File: src/cfg_event_pkg.sv
package cfg_event_pkg;
	// Register port geometry
	localparam int ADDR_W = 8;
	localparam int DATA_W = 32;
	localparam int NUM_EVENTS = 8;

	// Register byte offsets, one aligned word each
	localparam logic [7:0] OFF_SET_CHOICE = 8'h00;
	localparam logic [7:0] OFF_RESTORE_CMD = 8'h04;
	localparam logic [7:0] OFF_STORE_CMD = 8'h08;
	localparam logic [7:0] OFF_POWERUP = 8'h0c;
	localparam logic [7:0] OFF_ACTIVE_REPORT = 8'h10;
	localparam logic [7:0] OFF_EVENT_CHOICE = 8'h14;
	localparam logic [7:0] OFF_NOTIFY = 8'h18;
	localparam logic [7:0] OFF_HOST_PORT = 8'h1c;

	// Configuration set codes
	localparam logic [1:0] SET_FACTORY = 2'h0;
	localparam logic [1:0] SET_USER0 = 2'h1;
	localparam logic [1:0] SET_USER1 = 2'h2;
	localparam logic [2:0] REPORT_MAX = 3'h4;

	// Reset values
	localparam logic [1:0] SET_CHOICE_RST = 2'h0;
	localparam logic [1:0] POWERUP_RST = 2'h0;
	localparam logic [2:0] REPORT_RST = 3'h0;
	localparam logic [2:0] EV_CHOICE_RST = 3'h0;
	localparam logic [7:0] NOTIFY_RST = 8'h00;
	localparam logic [15:0] HOST_PORT_RST = 16'h0000;

	// Event bit positions and their message codes
	localparam int EV_BEGIN = 0;
	localparam int EV_FINISH = 1;
	localparam int EV_IMAGE_OVR = 2;
	localparam int EV_NOTICE_OVR = 3;
	localparam int EV_IN1 = 4;
	localparam int EV_IN2 = 5;
	localparam int EV_OUTPUT_LINE_ONE_EDGE = 6;
	localparam int EV_OUTPUT_LINE_TWO_EDGE = 7;
	localparam logic [15:0] EV_CODE [NUM_EVENTS] = '{16'h9105, 16'h9106, 16'h9107, 16'h9108,
		16'h9101, 16'h9102, 16'h9103, 16'h9104};

	// Control sequencer states
	typedef enum logic {boot_s, idle_s} ctl_state_e;
endpackage

File: src/line_edge.sv
`timescale 1ns/1ps
module line_edge #(
	parameter bit SYNC = 1'b1
) (
	input wire logic clock,
	input wire logic rst_n,
	input wire logic line,
	output logic rise
);
	generate
		if (SYNC) begin : g_sync
			logic s1_reg, s2_reg, s3_reg, stable_reg;
			// Three stages; the level counts only once stages two and three agree
			always_ff @(posedge clock or negedge rst_n) begin
				if (!rst_n) begin
					s1_reg <= 1'b0;
					s2_reg <= 1'b0;
					s3_reg <= 1'b0;
					stable_reg <= 1'b0;
				end else begin
					s1_reg <= line;
					s2_reg <= s1_reg;
					s3_reg <= s2_reg;
					if (s2_reg == s3_reg) stable_reg <= s3_reg;
				end
			end
			assign rise = s2_reg && s3_reg && !stable_reg;
			input_rise_a: assert property (@(posedge clock) disable iff (!rst_n)
				rise |=> stable_reg && !rise)
				else $error("input edge not single pulse");
		end else begin : g_local
			logic prev_reg;
			// Same-clock line, plain edge detect
			always_ff @(posedge clock or negedge rst_n) begin
				if (!rst_n) prev_reg <= 1'b0;
				else prev_reg <= line;
			end
			assign rise = line && !prev_reg;
			output_rise_a: assert property (@(posedge clock) disable iff (!rst_n)
				rise |-> line && !$past(line))
				else $error("output edge without rising level");
		end
	endgenerate
endmodule

File: src/config_store.sv
`timescale 1ns/1ps
module config_store import cfg_event_pkg::*; #(
	parameter int SET_W = 32,
	parameter logic [SET_W-1:0] FACTORY_SET = '0
) (
	input wire logic clock,
	input wire logic nv_rst_n,
	input wire logic [1:0] rd_sel,
	output logic [SET_W-1:0] rd_data,
	input wire logic wr_en,
	input wire logic [1:0] wr_sel,
	input wire logic [SET_W-1:0] wr_data,
	input wire logic pdef_wr,
	input wire logic [1:0] pdef_data,
	output logic [1:0] pdef
);
	logic [SET_W-1:0] user_set_reg [2];
	logic [1:0] pdef_reg;

	// Retained contents; only the storage's own clear touches them, not device reset
	// Erased user sets read zero until saved, so an unsaved set differs from a non-zero factory set
	always_ff @(posedge clock or negedge nv_rst_n) begin
		if (!nv_rst_n) begin
			user_set_reg[0] <= '0;
			user_set_reg[1] <= '0;
			pdef_reg <= POWERUP_RST;
		end else begin
			if (wr_en && wr_sel == SET_USER0) user_set_reg[0] <= wr_data;
			if (wr_en && wr_sel == SET_USER1) user_set_reg[1] <= wr_data;
			if (pdef_wr) pdef_reg <= pdef_data;
		end
	end

	// Factory set is fixed and cannot be overwritten
	assign rd_data = (rd_sel == SET_USER0) ? user_set_reg[0] :
		(rd_sel == SET_USER1) ? user_set_reg[1] : FACTORY_SET;
	assign pdef = pdef_reg;

	store_user_a: assert property (@(posedge clock) disable iff (!nv_rst_n)
		wr_en && wr_sel != SET_FACTORY |=> rd_sel != $past(wr_sel) || rd_data == $past(wr_data))
		else $error("saved set not readable");
	factory_fixed_a: assert property (@(posedge clock) disable iff (!nv_rst_n)
		rd_sel == SET_FACTORY |-> rd_data == FACTORY_SET)
		else $error("factory set altered");
endmodule

File: src/cfg_event_ctl.sv
`timescale 1ns/1ps
// Functional notes
// - Set selector takes 0 factory, 1 user zero, 2 user one; targets load and save.
// - Factory set has fixed factory contents; loading it restores the original setup.
// - Load command copies selected stored set into live settings, effective at once.
// - Save command stores live settings under selected set; write-only, reads zero.
// - After reset the power-up default set is loaded; default field is RW, codes 0-2.
// - Read-only report shows the set loaded since reset; 0 factory, 1-2 user sets.
// - Event codes 0x9105-0x9108 for capture and overruns, 0x9101-0x9104 for lines.
// - Enabled event sends a message per occurrence, repeats while still pending merge into one; disabled event sends nothing.
// - Capture start raises the capture-begin event.
// - Capture completion raises the capture-finish event.
// - Image stream FIFO overflow raises the image overrun event.
// - Message FIFO overflow raises the notice overrun event.
// - Rising edge on input line one or two raises its input event.
// - Rising edge on output line one or two raises its output event.
// - Messages enter the output stage only while channel is open; host port zero closes it.
module cfg_event_ctl import cfg_event_pkg::*; #(
	parameter int SET_W = 32,
	parameter logic [SET_W-1:0] FACTORY_SET = '0
) (
	input wire logic clock,
	input wire logic rst_n,
	input wire logic nv_rst_n,
	input wire logic [ADDR_W-1:0] reg_addr,
	input wire logic reg_wr,
	input wire logic reg_rd,
	input wire logic [DATA_W-1:0] reg_wdata,
	output logic [DATA_W-1:0] reg_rdata,
	output logic reg_rvalid,
	output logic [SET_W-1:0] live_settings,
	output logic settings_apply,
	input wire logic capture_begin,
	input wire logic capture_finish,
	input wire logic image_fifo_overrun,
	input wire logic notice_fifo_overrun,
	input wire logic general_input_one,
	input wire logic general_input_two,
	input wire logic general_output_one,
	input wire logic general_output_two,
	output logic event_msg_valid,
	input wire logic event_msg_ready,
	output logic [15:0] event_msg_code
);
	ctl_state_e state_reg, state_next;
	logic [1:0] set_choice_reg, set_choice_next;
	logic [2:0] report_reg, report_next;
	logic [SET_W-1:0] live_reg, live_next;
	logic apply_reg, apply_next;
	logic [2:0] ev_choice_reg, ev_choice_next;
	logic [NUM_EVENTS-1:0] notify_reg, notify_next;
	logic [15:0] host_port_reg, host_port_next;
	logic [NUM_EVENTS-1:0] pending_reg, pending_next;
	logic msg_valid_reg, msg_valid_next;
	logic [15:0] msg_code_reg, msg_code_next;
	logic [DATA_W-1:0] rdata_reg;
	logic rvalid_reg;

	// Address decode
	wire hit_set_choice = reg_addr == OFF_SET_CHOICE;
	wire hit_restore = reg_addr == OFF_RESTORE_CMD;
	wire hit_store = reg_addr == OFF_STORE_CMD;
	wire hit_powerup = reg_addr == OFF_POWERUP;
	wire hit_report = reg_addr == OFF_ACTIVE_REPORT;
	wire hit_ev_choice = reg_addr == OFF_EVENT_CHOICE;
	wire hit_notify = reg_addr == OFF_NOTIFY;
	wire hit_host_port = reg_addr == OFF_HOST_PORT;

	// Set codes above the user sets are refused, so the field never holds a dead code
	wire set_code_ok = reg_wdata <= DATA_W'(SET_USER1);
	wire booting = state_reg == boot_s;

	// Commands act only once the power-up load is done; during it they are dropped
	wire restore_fire = !booting && reg_wr && hit_restore;
	wire store_fire = !booting && reg_wr && hit_store;
	wire pdef_wr = reg_wr && hit_powerup && set_code_ok;

	// Translate a written event code into its table index
	function automatic logic [3:0] code_lookup(input logic [DATA_W-1:0] code);
		logic [3:0] res;
		res = 4'h0;
		for (int i = 0; i < NUM_EVENTS; i++) begin
			if (code == DATA_W'(EV_CODE[i])) res = {1'b1, 3'(i)};
		end
		return res;
	endfunction

	// Lowest pending event index wins when several wait
	function automatic logic [2:0] first_set(input logic [NUM_EVENTS-1:0] v);
		logic [2:0] idx;
		idx = 3'h0;
		for (int i = NUM_EVENTS - 1; i >= 0; i--) begin
			if (v[i]) idx = 3'(i);
		end
		return idx;
	endfunction

	// Decoded selector write; the top bit says the code is in the table
	wire [3:0] ev_lookup = code_lookup(reg_wdata);
	wire ev_code_ok = ev_lookup[3];

	// Stored-set access: during boot the power-up default picks the set
	logic [1:0] pdef;
	logic [SET_W-1:0] nv_rd_data;
	wire [1:0] nv_rd_sel = booting ? pdef : set_choice_reg;

	config_store #(
		.SET_W(SET_W),
		.FACTORY_SET(FACTORY_SET)
	) u_store (
		.clock(clock),
		.nv_rst_n(nv_rst_n),
		.rd_sel(nv_rd_sel),
		.rd_data(nv_rd_data),
		.wr_en(store_fire),
		.wr_sel(set_choice_reg),
		.wr_data(live_reg),
		.pdef_wr(pdef_wr),
		.pdef_data(reg_wdata[1:0]),
		.pdef(pdef)
	);

	// Sequencer: one boot cycle that loads the default, then idle for good
	assign state_next = idle_s;

	// Live settings and the loaded-set report follow boot or restore
	assign live_next = (booting || restore_fire) ? nv_rd_data : live_reg;
	assign apply_next = booting || restore_fire;
	assign report_next = booting ? {1'b0, pdef} :
		restore_fire ? {1'b0, set_choice_reg} : report_reg;
	assign set_choice_next = (reg_wr && hit_set_choice && set_code_ok) ? reg_wdata[1:0] : set_choice_reg;

	always_ff @(posedge clock or negedge rst_n) begin
		if (!rst_n) begin
			state_reg <= boot_s;
			set_choice_reg <= SET_CHOICE_RST;
			report_reg <= REPORT_RST;
			live_reg <= FACTORY_SET;
			apply_reg <= 1'b0;
		end else begin
			state_reg <= state_next;
			set_choice_reg <= set_choice_next;
			report_reg <= report_next;
			live_reg <= live_next;
			apply_reg <= apply_next;
		end
	end

	// Event selector, per-event enables and the channel port
	assign ev_choice_next = (reg_wr && hit_ev_choice && ev_code_ok) ? ev_lookup[2:0] : ev_choice_reg;
	wire notify_wr = reg_wr && hit_notify;
	wire [NUM_EVENTS-1:0] notify_sel = 8'h01 << ev_choice_reg;
	assign notify_next = notify_wr ? ((notify_reg & ~notify_sel) | (reg_wdata[0] ? notify_sel : 8'h00))
		: notify_reg;
	assign host_port_next = (reg_wr && hit_host_port) ? reg_wdata[15:0] : host_port_reg;
	// A zero port closes the channel; queued events wait there until it reopens
	wire chan_open = host_port_reg != 16'h0000;

	always_ff @(posedge clock or negedge rst_n) begin
		if (!rst_n) begin
			ev_choice_reg <= EV_CHOICE_RST;
			notify_reg <= NOTIFY_RST;
			host_port_reg <= HOST_PORT_RST;
		end else begin
			ev_choice_reg <= ev_choice_next;
			notify_reg <= notify_next;
			host_port_reg <= host_port_next;
		end
	end

	// Line edge detectors: pins get the full synchroniser, own outputs do not
	logic in1_rise, in2_rise, output_line_one_edge_rise, output_line_two_edge_rise;

	line_edge #(.SYNC(1'b1)) u_in1 (
		.clock(clock),
		.rst_n(rst_n),
		.line(general_input_one),
		.rise(in1_rise)
	);

	line_edge #(.SYNC(1'b1)) u_in2 (
		.clock(clock),
		.rst_n(rst_n),
		.line(general_input_two),
		.rise(in2_rise)
	);

	line_edge #(.SYNC(1'b0)) u_output_line_one_edge (
		.clock(clock),
		.rst_n(rst_n),
		.line(general_output_one),
		.rise(output_line_one_edge_rise)
	);

	line_edge #(.SYNC(1'b0)) u_output_line_two_edge (
		.clock(clock),
		.rst_n(rst_n),
		.line(general_output_two),
		.rise(output_line_two_edge_rise)
	);

	// Raw event vector in table order
	wire [NUM_EVENTS-1:0] raw_events = {output_line_two_edge_rise, output_line_one_edge_rise, in2_rise, in1_rise,
		notice_fifo_overrun,
		image_fifo_overrun,
		capture_finish,
		capture_begin};

	// Only enabled events on an open channel are queued
	wire [NUM_EVENTS-1:0] event_set = raw_events & notify_reg & {NUM_EVENTS{chan_open}};

	// Output stage: refill when empty or when the host takes the current message
	wire stage_free = !msg_valid_reg || event_msg_ready;
	wire msg_load = stage_free && chan_open && (pending_reg != 8'h00);
	wire [2:0] pick_idx = first_set(pending_reg);
	wire [NUM_EVENTS-1:0] pick_mask = msg_load ? (8'h01 << pick_idx) : 8'h00;

	// A new occurrence in the cycle its bit is served stays pending: set beats clear
	assign pending_next = (pending_reg & ~pick_mask) | event_set;
	assign msg_valid_next = msg_load || (msg_valid_reg && !event_msg_ready);
	assign msg_code_next = msg_load ? EV_CODE[pick_idx] : msg_code_reg;

	always_ff @(posedge clock or negedge rst_n) begin
		if (!rst_n) begin
			pending_reg <= 8'h00;
			msg_valid_reg <= 1'b0;
			msg_code_reg <= 16'h0000;
		end else begin
			pending_reg <= pending_next;
			msg_valid_reg <= msg_valid_next;
			msg_code_reg <= msg_code_next;
		end
	end

	// Read mux; commands are write-only and read as zero
	wire [DATA_W-1:0] rd_word =
		hit_set_choice ? DATA_W'(set_choice_reg) :
		hit_powerup ? DATA_W'(pdef) :
		hit_report ? DATA_W'(report_reg) :
		hit_ev_choice ? DATA_W'(EV_CODE[ev_choice_reg]) :
		hit_notify ? DATA_W'(notify_reg[ev_choice_reg]) :
		hit_host_port ? DATA_W'(host_port_reg) : 32'h0000_0000;

	always_ff @(posedge clock or negedge rst_n) begin
		if (!rst_n) begin
			rdata_reg <= 32'h0000_0000;
			rvalid_reg <= 1'b0;
		end else begin
			rdata_reg <= reg_rd ? rd_word : rdata_reg;
			rvalid_reg <= reg_rd;
		end
	end

	// Registered values straight to the ports
	assign reg_rdata = rdata_reg;
	assign reg_rvalid = rvalid_reg;
	assign live_settings = live_reg;
	assign settings_apply = apply_reg;
	assign event_msg_valid = msg_valid_reg;
	assign event_msg_code = msg_code_reg;

	// Checks
	selector_legal_a: assert property (@(posedge clock) disable iff (!rst_n)
		set_choice_reg <= SET_USER1)
		else $error("set selector out of range");
	powerup_load_a: assert property (@(posedge clock) disable iff (!rst_n)
		booting |=> apply_reg && report_reg == {1'b0, $past(pdef)} && live_reg == $past(nv_rd_data))
		else $error("power-up default not loaded");
	restore_cmd_a: assert property (@(posedge clock) disable iff (!rst_n)
		restore_fire |=> settings_apply && live_settings == $past(nv_rd_data)
			&& report_reg == {1'b0, $past(set_choice_reg)})
		else $error("restore did not apply selected set");
	report_range_a: assert property (@(posedge clock) disable iff (!rst_n)
		report_reg <= REPORT_MAX && (apply_reg || $stable(report_reg)))
		else $error("loaded-set report wrong");
	store_read_zero_a: assert property (@(posedge clock) disable iff (!rst_n)
		reg_rd && hit_store |=> reg_rvalid && reg_rdata == 32'h0000_0000)
		else $error("save command read back data");
	notify_write_a: assert property (@(posedge clock) disable iff (!rst_n)
		notify_wr |=> notify_reg[$past(ev_choice_reg)] == $past(reg_wdata[0]))
		else $error("enable not stored for selected event");
	event_queued_a: assert property (@(posedge clock) disable iff (!rst_n)
		event_set != 8'h00 |=> pending_reg != 8'h00 || msg_valid_reg)
		else $error("enabled event lost");
	silent_off_a: assert property (@(posedge clock) disable iff (!rst_n)
		notify_reg == 8'h00 && pending_reg == 8'h00 && !msg_valid_reg |=> !msg_valid_reg)
		else $error("message for disabled event");
	closed_channel_a: assert property (@(posedge clock) disable iff (!rst_n)
		!chan_open && !msg_valid_reg |=> !msg_valid_reg)
		else $error("message issued on closed channel");
	code_legal_a: assert property (@(posedge clock) disable iff (!rst_n)
		msg_valid_reg |-> msg_code_reg >= 16'h9101 && msg_code_reg <= 16'h9108)
		else $error("illegal event code");
	msg_hold_a: assert property (@(posedge clock) disable iff (!rst_n)
		msg_valid_reg && !event_msg_ready |=> msg_valid_reg && $stable(msg_code_reg))
		else $error("message dropped before taken");

	// Refused writes leave the field as it was
	selector_refuse_a: assert property (@(posedge clock) disable iff (!rst_n)
		reg_wr && hit_set_choice && !set_code_ok |=> $stable(set_choice_reg))
		else $error("illegal set code accepted");
	powerup_refuse_a: assert property (@(posedge clock) disable iff (!rst_n)
		reg_wr && hit_powerup && !set_code_ok |=> $stable(pdef))
		else $error("illegal power-up code accepted");
	event_refuse_a: assert property (@(posedge clock) disable iff (!rst_n)
		reg_wr && hit_ev_choice && !ev_code_ok |=> $stable(ev_choice_reg))
		else $error("unknown event code accepted");

	// Accepted writes land in the addressed field
	powerup_write_a: assert property (@(posedge clock) disable iff (!rst_n)
		pdef_wr |=> pdef == $past(reg_wdata[1:0]))
		else $error("power-up default not stored");
	event_write_a: assert property (@(posedge clock) disable iff (!rst_n)
		reg_wr && hit_ev_choice && ev_code_ok |=> EV_CODE[ev_choice_reg] == $past(reg_wdata[15:0]))
		else $error("event selector not stored");
	port_write_a: assert property (@(posedge clock) disable iff (!rst_n)
		reg_wr && hit_host_port |=> host_port_reg == $past(reg_wdata[15:0]))
		else $error("host port not stored");

	// Commands: a save never reloads, a load pulses apply once
	store_no_apply_a: assert property (@(posedge clock) disable iff (!rst_n)
		store_fire |=> !settings_apply)
		else $error("save command reloaded settings");
	apply_single_a: assert property (@(posedge clock) disable iff (!rst_n)
		settings_apply && !restore_fire |=> !settings_apply)
		else $error("apply pulse too long");

	// Event gating and service of the pending bits
	disabled_drop_a: assert property (@(posedge clock) disable iff (!rst_n)
		(raw_events & notify_reg) == 8'h00 && pending_reg == 8'h00 |=> pending_reg == 8'h00)
		else $error("disabled event queued");
	closed_drop_a: assert property (@(posedge clock) disable iff (!rst_n)
		!chan_open && pending_reg == 8'h00 |=> pending_reg == 8'h00)
		else $error("event queued on closed channel");
	served_clear_a: assert property (@(posedge clock) disable iff (!rst_n)
		msg_load && !event_set[pick_idx] |=> !pending_reg[$past(pick_idx)])
		else $error("served event still pending");

	// Read data follows the field as it stood at the strobe
	report_read_a: assert property (@(posedge clock) disable iff (!rst_n)
		reg_rd && hit_report |=> reg_rvalid && reg_rdata == DATA_W'($past(report_reg)))
		else $error("loaded-set report misread");
	notify_read_a: assert property (@(posedge clock) disable iff (!rst_n)
		reg_rd && hit_notify |=> reg_rvalid && reg_rdata == DATA_W'($past(notify_reg[ev_choice_reg])))
		else $error("enable misread for selected event");
endmodule

File: config.mk
export PLATFORM = sky130hd
export DESIGN_NAME = cfg_event_ctl
export DESIGN_NICKNAME = d
export VERILOG_FILES = /design/src/cfg_event_pkg.sv /design/src/line_edge.sv /design/src/config_store.sv /design/src/cfg_event_ctl.sv
export SDC_FILE = /design/constraint.sdc
export NUM_CORES = 1
export LEC_CHECK = 0
export ABC_AREA = 1
export BUFFER_PORTS_ARGS = -buffer_cell sky130_fd_sc_hd__buf_2
export CELL_PAD_IN_SITES_DETAIL_PLACEMENT = 0
export CELL_PAD_IN_SITES_GLOBAL_PLACEMENT = 2
export CORE_ASPECT_RATIO = 0.75
export CORE_MARGIN = 2
export CORE_UTILIZATION = 37
export CTS_BUF_LIST = sky130_fd_sc_hd__clkbuf_4 sky130_fd_sc_hd__clkbuf_8
export DETAILED_ROUTE_END_ITERATION = 10
export PLACE_DENSITY_LB_ADDON = 0.1
export SYNTH_ARGS = -nofsm -noshare
export SYNTH_HDL_FRONTEND = slang
export SYNTH_SLANG_ARGS = --single-unit
File: constraint.sdc
create_clock -name clock -period 3.1 [get_ports clock]
set_clock_uncertainty 0.1 [all_clocks]
set_input_delay 0.465 -clock clock [delete_from_list [all_inputs] [get_ports clock]]
set_output_delay 0.465 -clock clock [all_outputs]
set_load 0.01 [all_outputs]
# == After elaboration in Yosys (flattened, before gate mapping) ==
# Memory sizes are Yosys's and may differ from the RTL's. A register that Yosys moved wholly into a read port is not among the register bits.
# Cells that the tools add are included.
# word_totals
latch_bits,0
wordCells,133
regBits,184
ramBits,0
mem_count,2
out_inout_bits,83
rom_bits,256
inputBits,54
# mem_list
memory,words,width,read_ports,rd_clocked_by_memory_dff,wr,line_no,text
(name not given),8,16,1,0,0,cfg_event_ctl.sv:240,hit_ev_choice ? DATA_W'(EV_CODE[ev_choice_reg]) :
(name not given),8,16,1,1,0,cfg_event_ctl.sv:221,assign msg_code_next = msg_load ? EV_CODE[pick_idx] : msg_code_reg;
# op_classes
n_lt_le_gt_ge,3
muxes,33
addsub,0
shifts,2
n_div,0
bitwise,11
n_mul,0
n_reduce_logical,35
eq_ne,22
# op_table
operator,count
$eq A32 B16 Y1 const B,8
$mux W16,8
$mux W32,2
$and A8 B8 Y8,4
$eq A8 B5 Y1 const B,4
$le A32 B2 Y1 const B,1
$mux W4,8
$mux W3,10
$logic_and A1 B1 Y1,22
$eq A8 B4 Y1 const B,2
$mux W8,2
$not A8 Y8,2
$or A8 B8 Y8,2
$reduce_bool A16 Y1,1
$shl A1 B3 Y8 const A,2
$eq A8 B3 Y1 const B,1
$logic_not A8 Y1,1
$not A3 Y4,2
$reduce_bool A8 Y1,1
$logic_not A1 Y1,7
$eq A2 B1 Y1 const B,2
$eq A2 B2 Y1 const B,2
$ge A4 B4 Y1 const B,1
$lt A3 B4 Y1 const B,1
other kinds (7),10

# == Depth between registers and ports, before layout ==
# Gate-level depths: netlist of the first run.
# depth
depth_word,13
ltp_mapped,14
ltp_nobuf,14

# == By module ==
# From an unflattened synthesis of the first run, not the netlist that was laid out.
# unflattened
hier_cells,1022
area_unflattened_um2,8391.8
# by_module_without_submodules
mod,n_inst,seq_area_each_um2,cells_each,area_per_inst_um2
cfg_event_ctl,1,2402.3,593,4912.2
config_store,1,1651.6,401,3139.3
line_edge (u_in1 ...),2,100.1,11,135.1
line_edge (u_output_line_one_edge ...),2,25.0,3,35.0

# == Worst setup path before layout of the first run ==
# Ideal clock, no wire load.
# synth_timing
path_type,input -> register
start,input reg_addr[7]
end,register (tool-made name)
t_arrival_ps,1443
n_path_buf,0
stages,7
path_slack_ps,1432
setup_ps,125
required_time_ps,2875
cell_sequence,nor2_2 nand3b_2 nor3_2 nand2_1 inv_1 nand2_1 mux2_4
# synth_lines
item,line_no,text
start: declaration,cfg_event_ctl.sv:25,"input wire logic [ADDR_W-1:0] reg_addr,"

# == Final worst setup path of the first run ==
# layout_timing
start,register state_reg
end,register live_reg[0] (netlist: live_settings[0])
# layout_via
elab_chain_cells,4
word_cells_on_any_way,9
classes_between,eq/ne (2); mux (3); bitwise (1); reduce/logical (3)
# layout_lines
item,line_no,text
start: declaration,cfg_event_ctl.sv:45,"ctl_state_e state_reg, state_next;"
start signal: assignment,cfg_event_ctl.sv:135,state_reg <= boot_s;
start signal: assignment,cfg_event_ctl.sv:141,state_reg <= state_next;
$mux W2,cfg_event_ctl.sv:105,wire [1:0] nv_rd_sel = booting ? pdef : set_choice_reg;
$eq A2 B2 Y1,config_store.sv:36,(rd_sel == SET_USER1) ? user_set_reg[1] : FACTORY_SET;
$mux W32,config_store.sv:36,
$mux W32,config_store.sv:35,assign rd_data = (rd_sel == SET_USER0) ? user_set_reg[0] :
end signal: assignment,cfg_event_ctl.sv:144,live_reg <= live_next;
end: declaration,cfg_event_ctl.sv:48,"logic [SET_W-1:0] live_reg, live_next;"
# Parallel ways exist; a longest one is shown, timed or not.
# A chain may end at the register's enable or synchronous reset.

==> results.cfg, run 1 <==
[route]
drc_errors = 0
met1Wirelength_um = 10100
ant_nets = 0
avgRoutedWirePerCell_um = 14.6
dr.pass1.iters = 5
wl_met3_um = 965
wl_met2_um = 8100
finalWirelength_um = 19200
via_count = 6192
first_iter_violations = 355
drt-vias-per-instance = 4.72
dr.max_layer_used = met4

[timing]
period_needed_ns = 2.09
fin_crit_sh_pct = 67.5
fmax_mhz = 478
worst_pin_slew_ns = 0.903
slew_viol_final = 0
whs_ns = 0.0516
finalWorstSetupSlack_ns = 1.01
tns_ns = 0
rsz0062_at_grt = no
slew_headroom_pct = 39.7
setup_viol = 0
final-hold-violation-count = 0

[yosys]
syn_area_sq_um = 7860
synthArstFlopShare_pct = 100
ys_seq_area_share_pct = 54.8
ys_warn_count = 0
synth_cell_type_count = 35
syn_avg_cell_area_sq_um = 8.68
synth_edf_count = 0
synthFlopType = dfrtp_1
synth_cells = 905
ys_ff_latch = 172

[finish]
nets = 1075
largest_register_ffs = 64
final_cell_mix = nand2_1, dfrtp_1, buf_2, nor2_1, o21ai_0
syn2layout_area_growth_pct = 14.6
drive_gt1_share_pct = 17.7
multiInputGateArea_sq_um = 2920
fillCellCount = 2148
mostFrequentLayoutCell = nand2_1
antenna_cells = 0
register_area_sq_um = 4300
instances_no_fill = 1313

[worst_setup_path]
arrival_ns = 2.36
critPathMaxFanout = 18
crit_path_end_kind = flop
reg2reg_depth = 4
worstSetupPathType = reg -> reg
critPathCapture = live_settings[0]$_DFFE_PN0P_
r2r_setup_slack_ns = 1.01
max_stage_delay_ns = 0.72
startpoint = state_reg$_DFF_PN0_
reg2reg_to = live_settings[0]$_DFFE_PN0P_
r2r-start = state_reg$_DFF_PN0_
crit_slowest_cell = o21ai_2
worstPathRequired_ns = 3.37
startpoint_type = flop
crit_chain = o21ai_2 > buf_4 > nand3_1 > a31oi_1

[clocking]
cts_resized = 0
clock-root-buffer = clkbuf_8
max-clock-path-buffers = 2
post_cts_buffers = 0
cts_hold_buf = 4
htreeDepth = 4
clk_pin_slew_ns = 0.09
cts_buffers = 17
cts_sinks = 172
insertion_delay_ns = 0.45
cts_tree = done

[outcome]
status = complete, no violations

[placement]
post-place-ws_ns = 0.815
port-buffer-count = 111
gp_congestion = 0.756
place_hpwl_um = 12800
placedCellCount = 1276

[floorplanning]
die_h_um = 130
core_region_area_sq_um = 21000
die-area_sq_um = 22400
dieWidth_um = 172
initial_core_util_pct = 37.4
ios = 137
rows = 46

[global_routing]
grt_max_degree = 70
antenna_found_initial = 0
grt_pass1_wl_um = 31600
gr-total-overflow = 0
grt_usage_pct = 18.1
grt_pass1_vias = 5985

[power]
vdd_drop_max_mv = 0.274
power.density_nw_per_um2 = 469
finalPower_uw = 4230
leakagePower_uw = 0.00436

[hold_path]
hold_path_class = in -> reg

[job]
cap_violations = 0
## kinds of logic (layout without fill, tap and decap cells)
family                     count (synthesis)  after routing  share of synthesized area, %
and+or+nand+nor                          402            402                          22.4
DFF                                      172            172                          54.8
AOI/OAI and AO/OA                        166            166                          11.6
buffers and inverters                    151            247                          9.22
adders and majority gates                  9              9                          1.43
muxes                                      3              3                         0.478
other                                      2             26                        0.0956
## report_power, final
part | total, uW | internal [uW] | switching [uW]
Clock | 1490 | 584 | 910
Sequential | 2360 | 2310 | 47.7
Combinational | 378 | 124 | 253
## cell usage after synthesis (3+ instances only)
cell        n  share of area (%)
a21oi_1    20                1.3
a31oi_1    32                2.5
buf_2      12               0.76
buf_4      28                2.7
buf_6       5               0.72
clkbuf_1   20               0.96
dfrtp_1   172                 55
ha_1        9                1.4
inv_1      84                4.0
nand2_1   187                8.9
nand3_1    86                5.5
nand3_2     4               0.51
nand4_1     8               0.64
nor2_1     93                4.4
nor2_2      4               0.32
nor3_1      7               0.45
nor4_1      3               0.24
o211ai_1    3               0.29
o21ai_0    90                5.7
o21ai_1    16                1.0
## critical path: cells and delay by family, from the launching register on
kind	cells	cell delay, ns
buffers and inverters	1	0.39
and+or+nand+nor	1	0.11
AOI/OAI and AO/OA	2	0.92
DFF	1	0.49
## layout make-up
type                            instances  share of cell area [%]
Clock buffer                           17                    2.60
Clock inverter                         15                    1.45
Inverter                               86                    3.59
Multi-Input combinational cell        606                    32.4
Sequential cell                       172                    47.8
Tap cell                              288                    4.00
Timing Repair Buffer                  129                    8.12
## layer usage
metal / vias to the layer above / global-route usage, %
met2: 152 / 26.1
met5: - / 0
met1: 2902 / 27.5
met3: 4 / 4.25
li1: 3134 / -
met4: 0 / 4.00
## metrics by stage
step	util [%]	cell area, sq um
after floorplan	-	7950
final	42.9	9000
after global routing	42.9	9000
after global placement	40.9	8590
after CTS	42.8	8990
after detailed placement	40.9	8590
## worst min-delay path by stage
stage / start / endpoint / slack, ns / cells after the start
2_1_floorplan: rst_n / asynchronous set/reset pin / 0.07 / 0
5_1_grt: general_output_two / u_output_line_two_edge.g_local.prev_reg$_DFF_PN0_ / 0.003 / 1
6_report: general_output_two / u_output_line_two_edge.g_local.prev_reg$_DFF_PN0_ / 0.05 / 1
4_1_cts: general_output_one / u_output_line_one_edge.g_local.prev_reg$_DFF_PN0_ / 0.004 / 1
3_5_place_dp: u_in2.g_sync.s1_reg$_DFF_PN0_ / u_in2.g_sync.s2_reg$_DFF_PN0_ / 0.23 / 0
3_3_place_gp: u_in1.g_sync.s1_reg$_DFF_PN0_ / u_in1.g_sync.s2_reg$_DFF_PN0_ / 0.23 / 0
Power figures use the tool's default switching activity.
==> inputs of run 2 (changes only) <==
- CORE_UTILIZATION: 37 -> 35
- clock period: 3.1 -> 2.1 ns (I/O delays scaled with it)
==> results.cfg, run 2 (synthesis gave the netlist of run 1 again) <==
[outcome]
status = complete, no violations

[power]
power.density_nw_per_um2 = 691
vdd_drop_max_mv = 0.317
leakagePower_uw = 0.00453

[clocking]
cts_sinks = 172
cts_tree = done
post_cts_buffers = 0
htreeDepth = 4
cts_buffers = 17
max-clock-path-buffers = 2
insertion_delay_ns = 0.47
clock-root-buffer = clkbuf_8
clk_pin_slew_ns = 0.09
cts_resized = 0

[worst_setup_path]
crit_path_end_kind = flop
startpoint_type = primary input
reg2reg_depth = 4
critPathMaxFanout = 4
worstSetupPathType = in -> reg
startpoint = reg_wdata[11]
worstPathRequired_ns = 2.35
r2r-start = state_reg$_DFF_PN0_
arrival_ns = 2.15
r2r_setup_slack_ns = 0.34
reg2reg_to = live_settings[5]$_DFFE_PN0P_

[route]
avgRoutedWirePerCell_um = 14.9
ant_nets = 0
first_iter_violations = 397
dr.pass1.iters = 5
finalWirelength_um = 20100
drt-vias-per-instance = 4.70
via_count = 6326
drc_errors = 0

[finish]
final_core_utilization_pct = 42.5
antenna_cells = 0
mostFrequentLayoutCell = nand2_1
final_cell_mix = nand2_1, dfrtp_1, buf_2, nor2_1, o21ai_0
nets = 1103
drive_gt1_share_pct = 18.3
syn2layout_area_growth_pct = 19.2
design_area_sq_um = 9370
largest_register_ffs = 64
fillCellCount = 2282

[placement]
place_hpwl_um = 13400
port-buffer-count = 111
place_area_sq_um = 8760
gp_congestion = 0.764

[global_routing]
grt_max_degree = 65
antenna_found_initial = 0
grt_pass1_wl_um = 33100
gr-total-overflow = 0
grt_usage_pct = 17.9
grt_pass1_vias = 6214

[timing]
slew_headroom_pct = 60.3
fmax_mhz = 525
setup_viol = 0
period_needed_ns = 1.90
fin_crit_sh_pct = 90.7
slew_viol_final = 0
worst_pin_slew_ns = 0.595
final-hold-violation-count = 0
tns_ns = 0
rsz0062_at_grt = no

[hold_path]
min_delay_worst_endpoint = host_port_reg[14]$_DFFE_PN0P_
hold_path_class = in -> reg
hold_start = reg_wdata[14]
hold_depth = 3

[floorplanning]
ios = 137
core_region_area_sq_um = 22100
rows = 47
die-area_sq_um = 23700
dieWidth_um = 177
initial_core_util_pct = 35.6
die_h_um = 134

[job]
cap_violations = 0
[run 2: repair_timing]
item | in CTS | in global routing
endpoints found under the setup margin | 0 | 0
hold endpoints to repair | 64 | 0
hold buffers | 21 | 0
[run 2: per-layer routing]
layer  up-vias  global-route usage [%]  wire, um
met5         -                       0         0
met4         0                    5.00       161
met3        15                    3.46       937
met2       153                    26.3      8580
met1      2973                    26.7     10400
li1       3185                       -         -
[run 2: worst max-delay path, cell delays in order]
cell and delay (ns):
dlygate4sd3_1 0.53, buf_2 0.13, nor2_1 0.17, nand2_1 0.09
nor2_2 0.17, nand2_1 0.12, inv_1 0.08, nand2_1 0.07
nand2_1 0.09, nor2_1 0.06, nand2_1 0.09, nand2_1 0.10
nand2_1 0.07, o21ai_1 0.06
[run 2: where the power goes]
| group | total [uW] | leakage [uW] | switching (uW) | internal (uW) |
|---|---|---|---|---|
| Sequential | 3480 | 0.00223 | 73.2 | 3410 |
| Clock | 2380 | 0.000198 | 1360 | 1020 |
| Combinational | 612 | 0.00210 | 388 | 223 |
[run 2: worst max path at each step]
stage	end	slack, ns
4_1_cts	ev_choice_reg[2]$_DFFE_PN0P_	0.25
2_1_floorplan	flop	0.58
3_3_place_gp	flop	0.23
6_report	ev_choice_reg[2]$_DFFE_PN0P_	0.20
3_5_place_dp	flop	0.23
5_1_grt	ev_choice_reg[2]$_DFFE_PN0P_	0.02
[run 2: metrics by stage]
| stage | hold slack, ns | total power [uW] | worst slack [ns] | std cells |
|---|---|---|---|---|
| detailed placement | 0.161 | 4140 | 0.231 | 1294 |
| finish | 0.0485 | 6470 | 0.196 | 1347 |
| global placement | 0.158 | 4140 | 0.235 | 1294 |
| CTS | 0.00415 | 6580 | 0.253 | 1347 |
| floorplan | -0.0806 | 3850 | 0.582 | 929 |
| global route | 0.0198 | 6800 | 0.0173 | 1347 |
[run 2: cell type report]
| cell class | count | area [sq um] | area share, % |
|---|---|---|---|
| clock buffer | 18 | 248 | 2.64 |
| tap | 294 | 368 | 3.93 |
| sequential | 172 | 4300 | 46.0 |
| clock inverter | 14 | 148 | 1.58 |
| inverter | 86 | 323 | 3.45 |
| multi-input combinational | 606 | 2920 | 31.2 |
| timing repair buffer | 157 | 1060 | 11.3 |
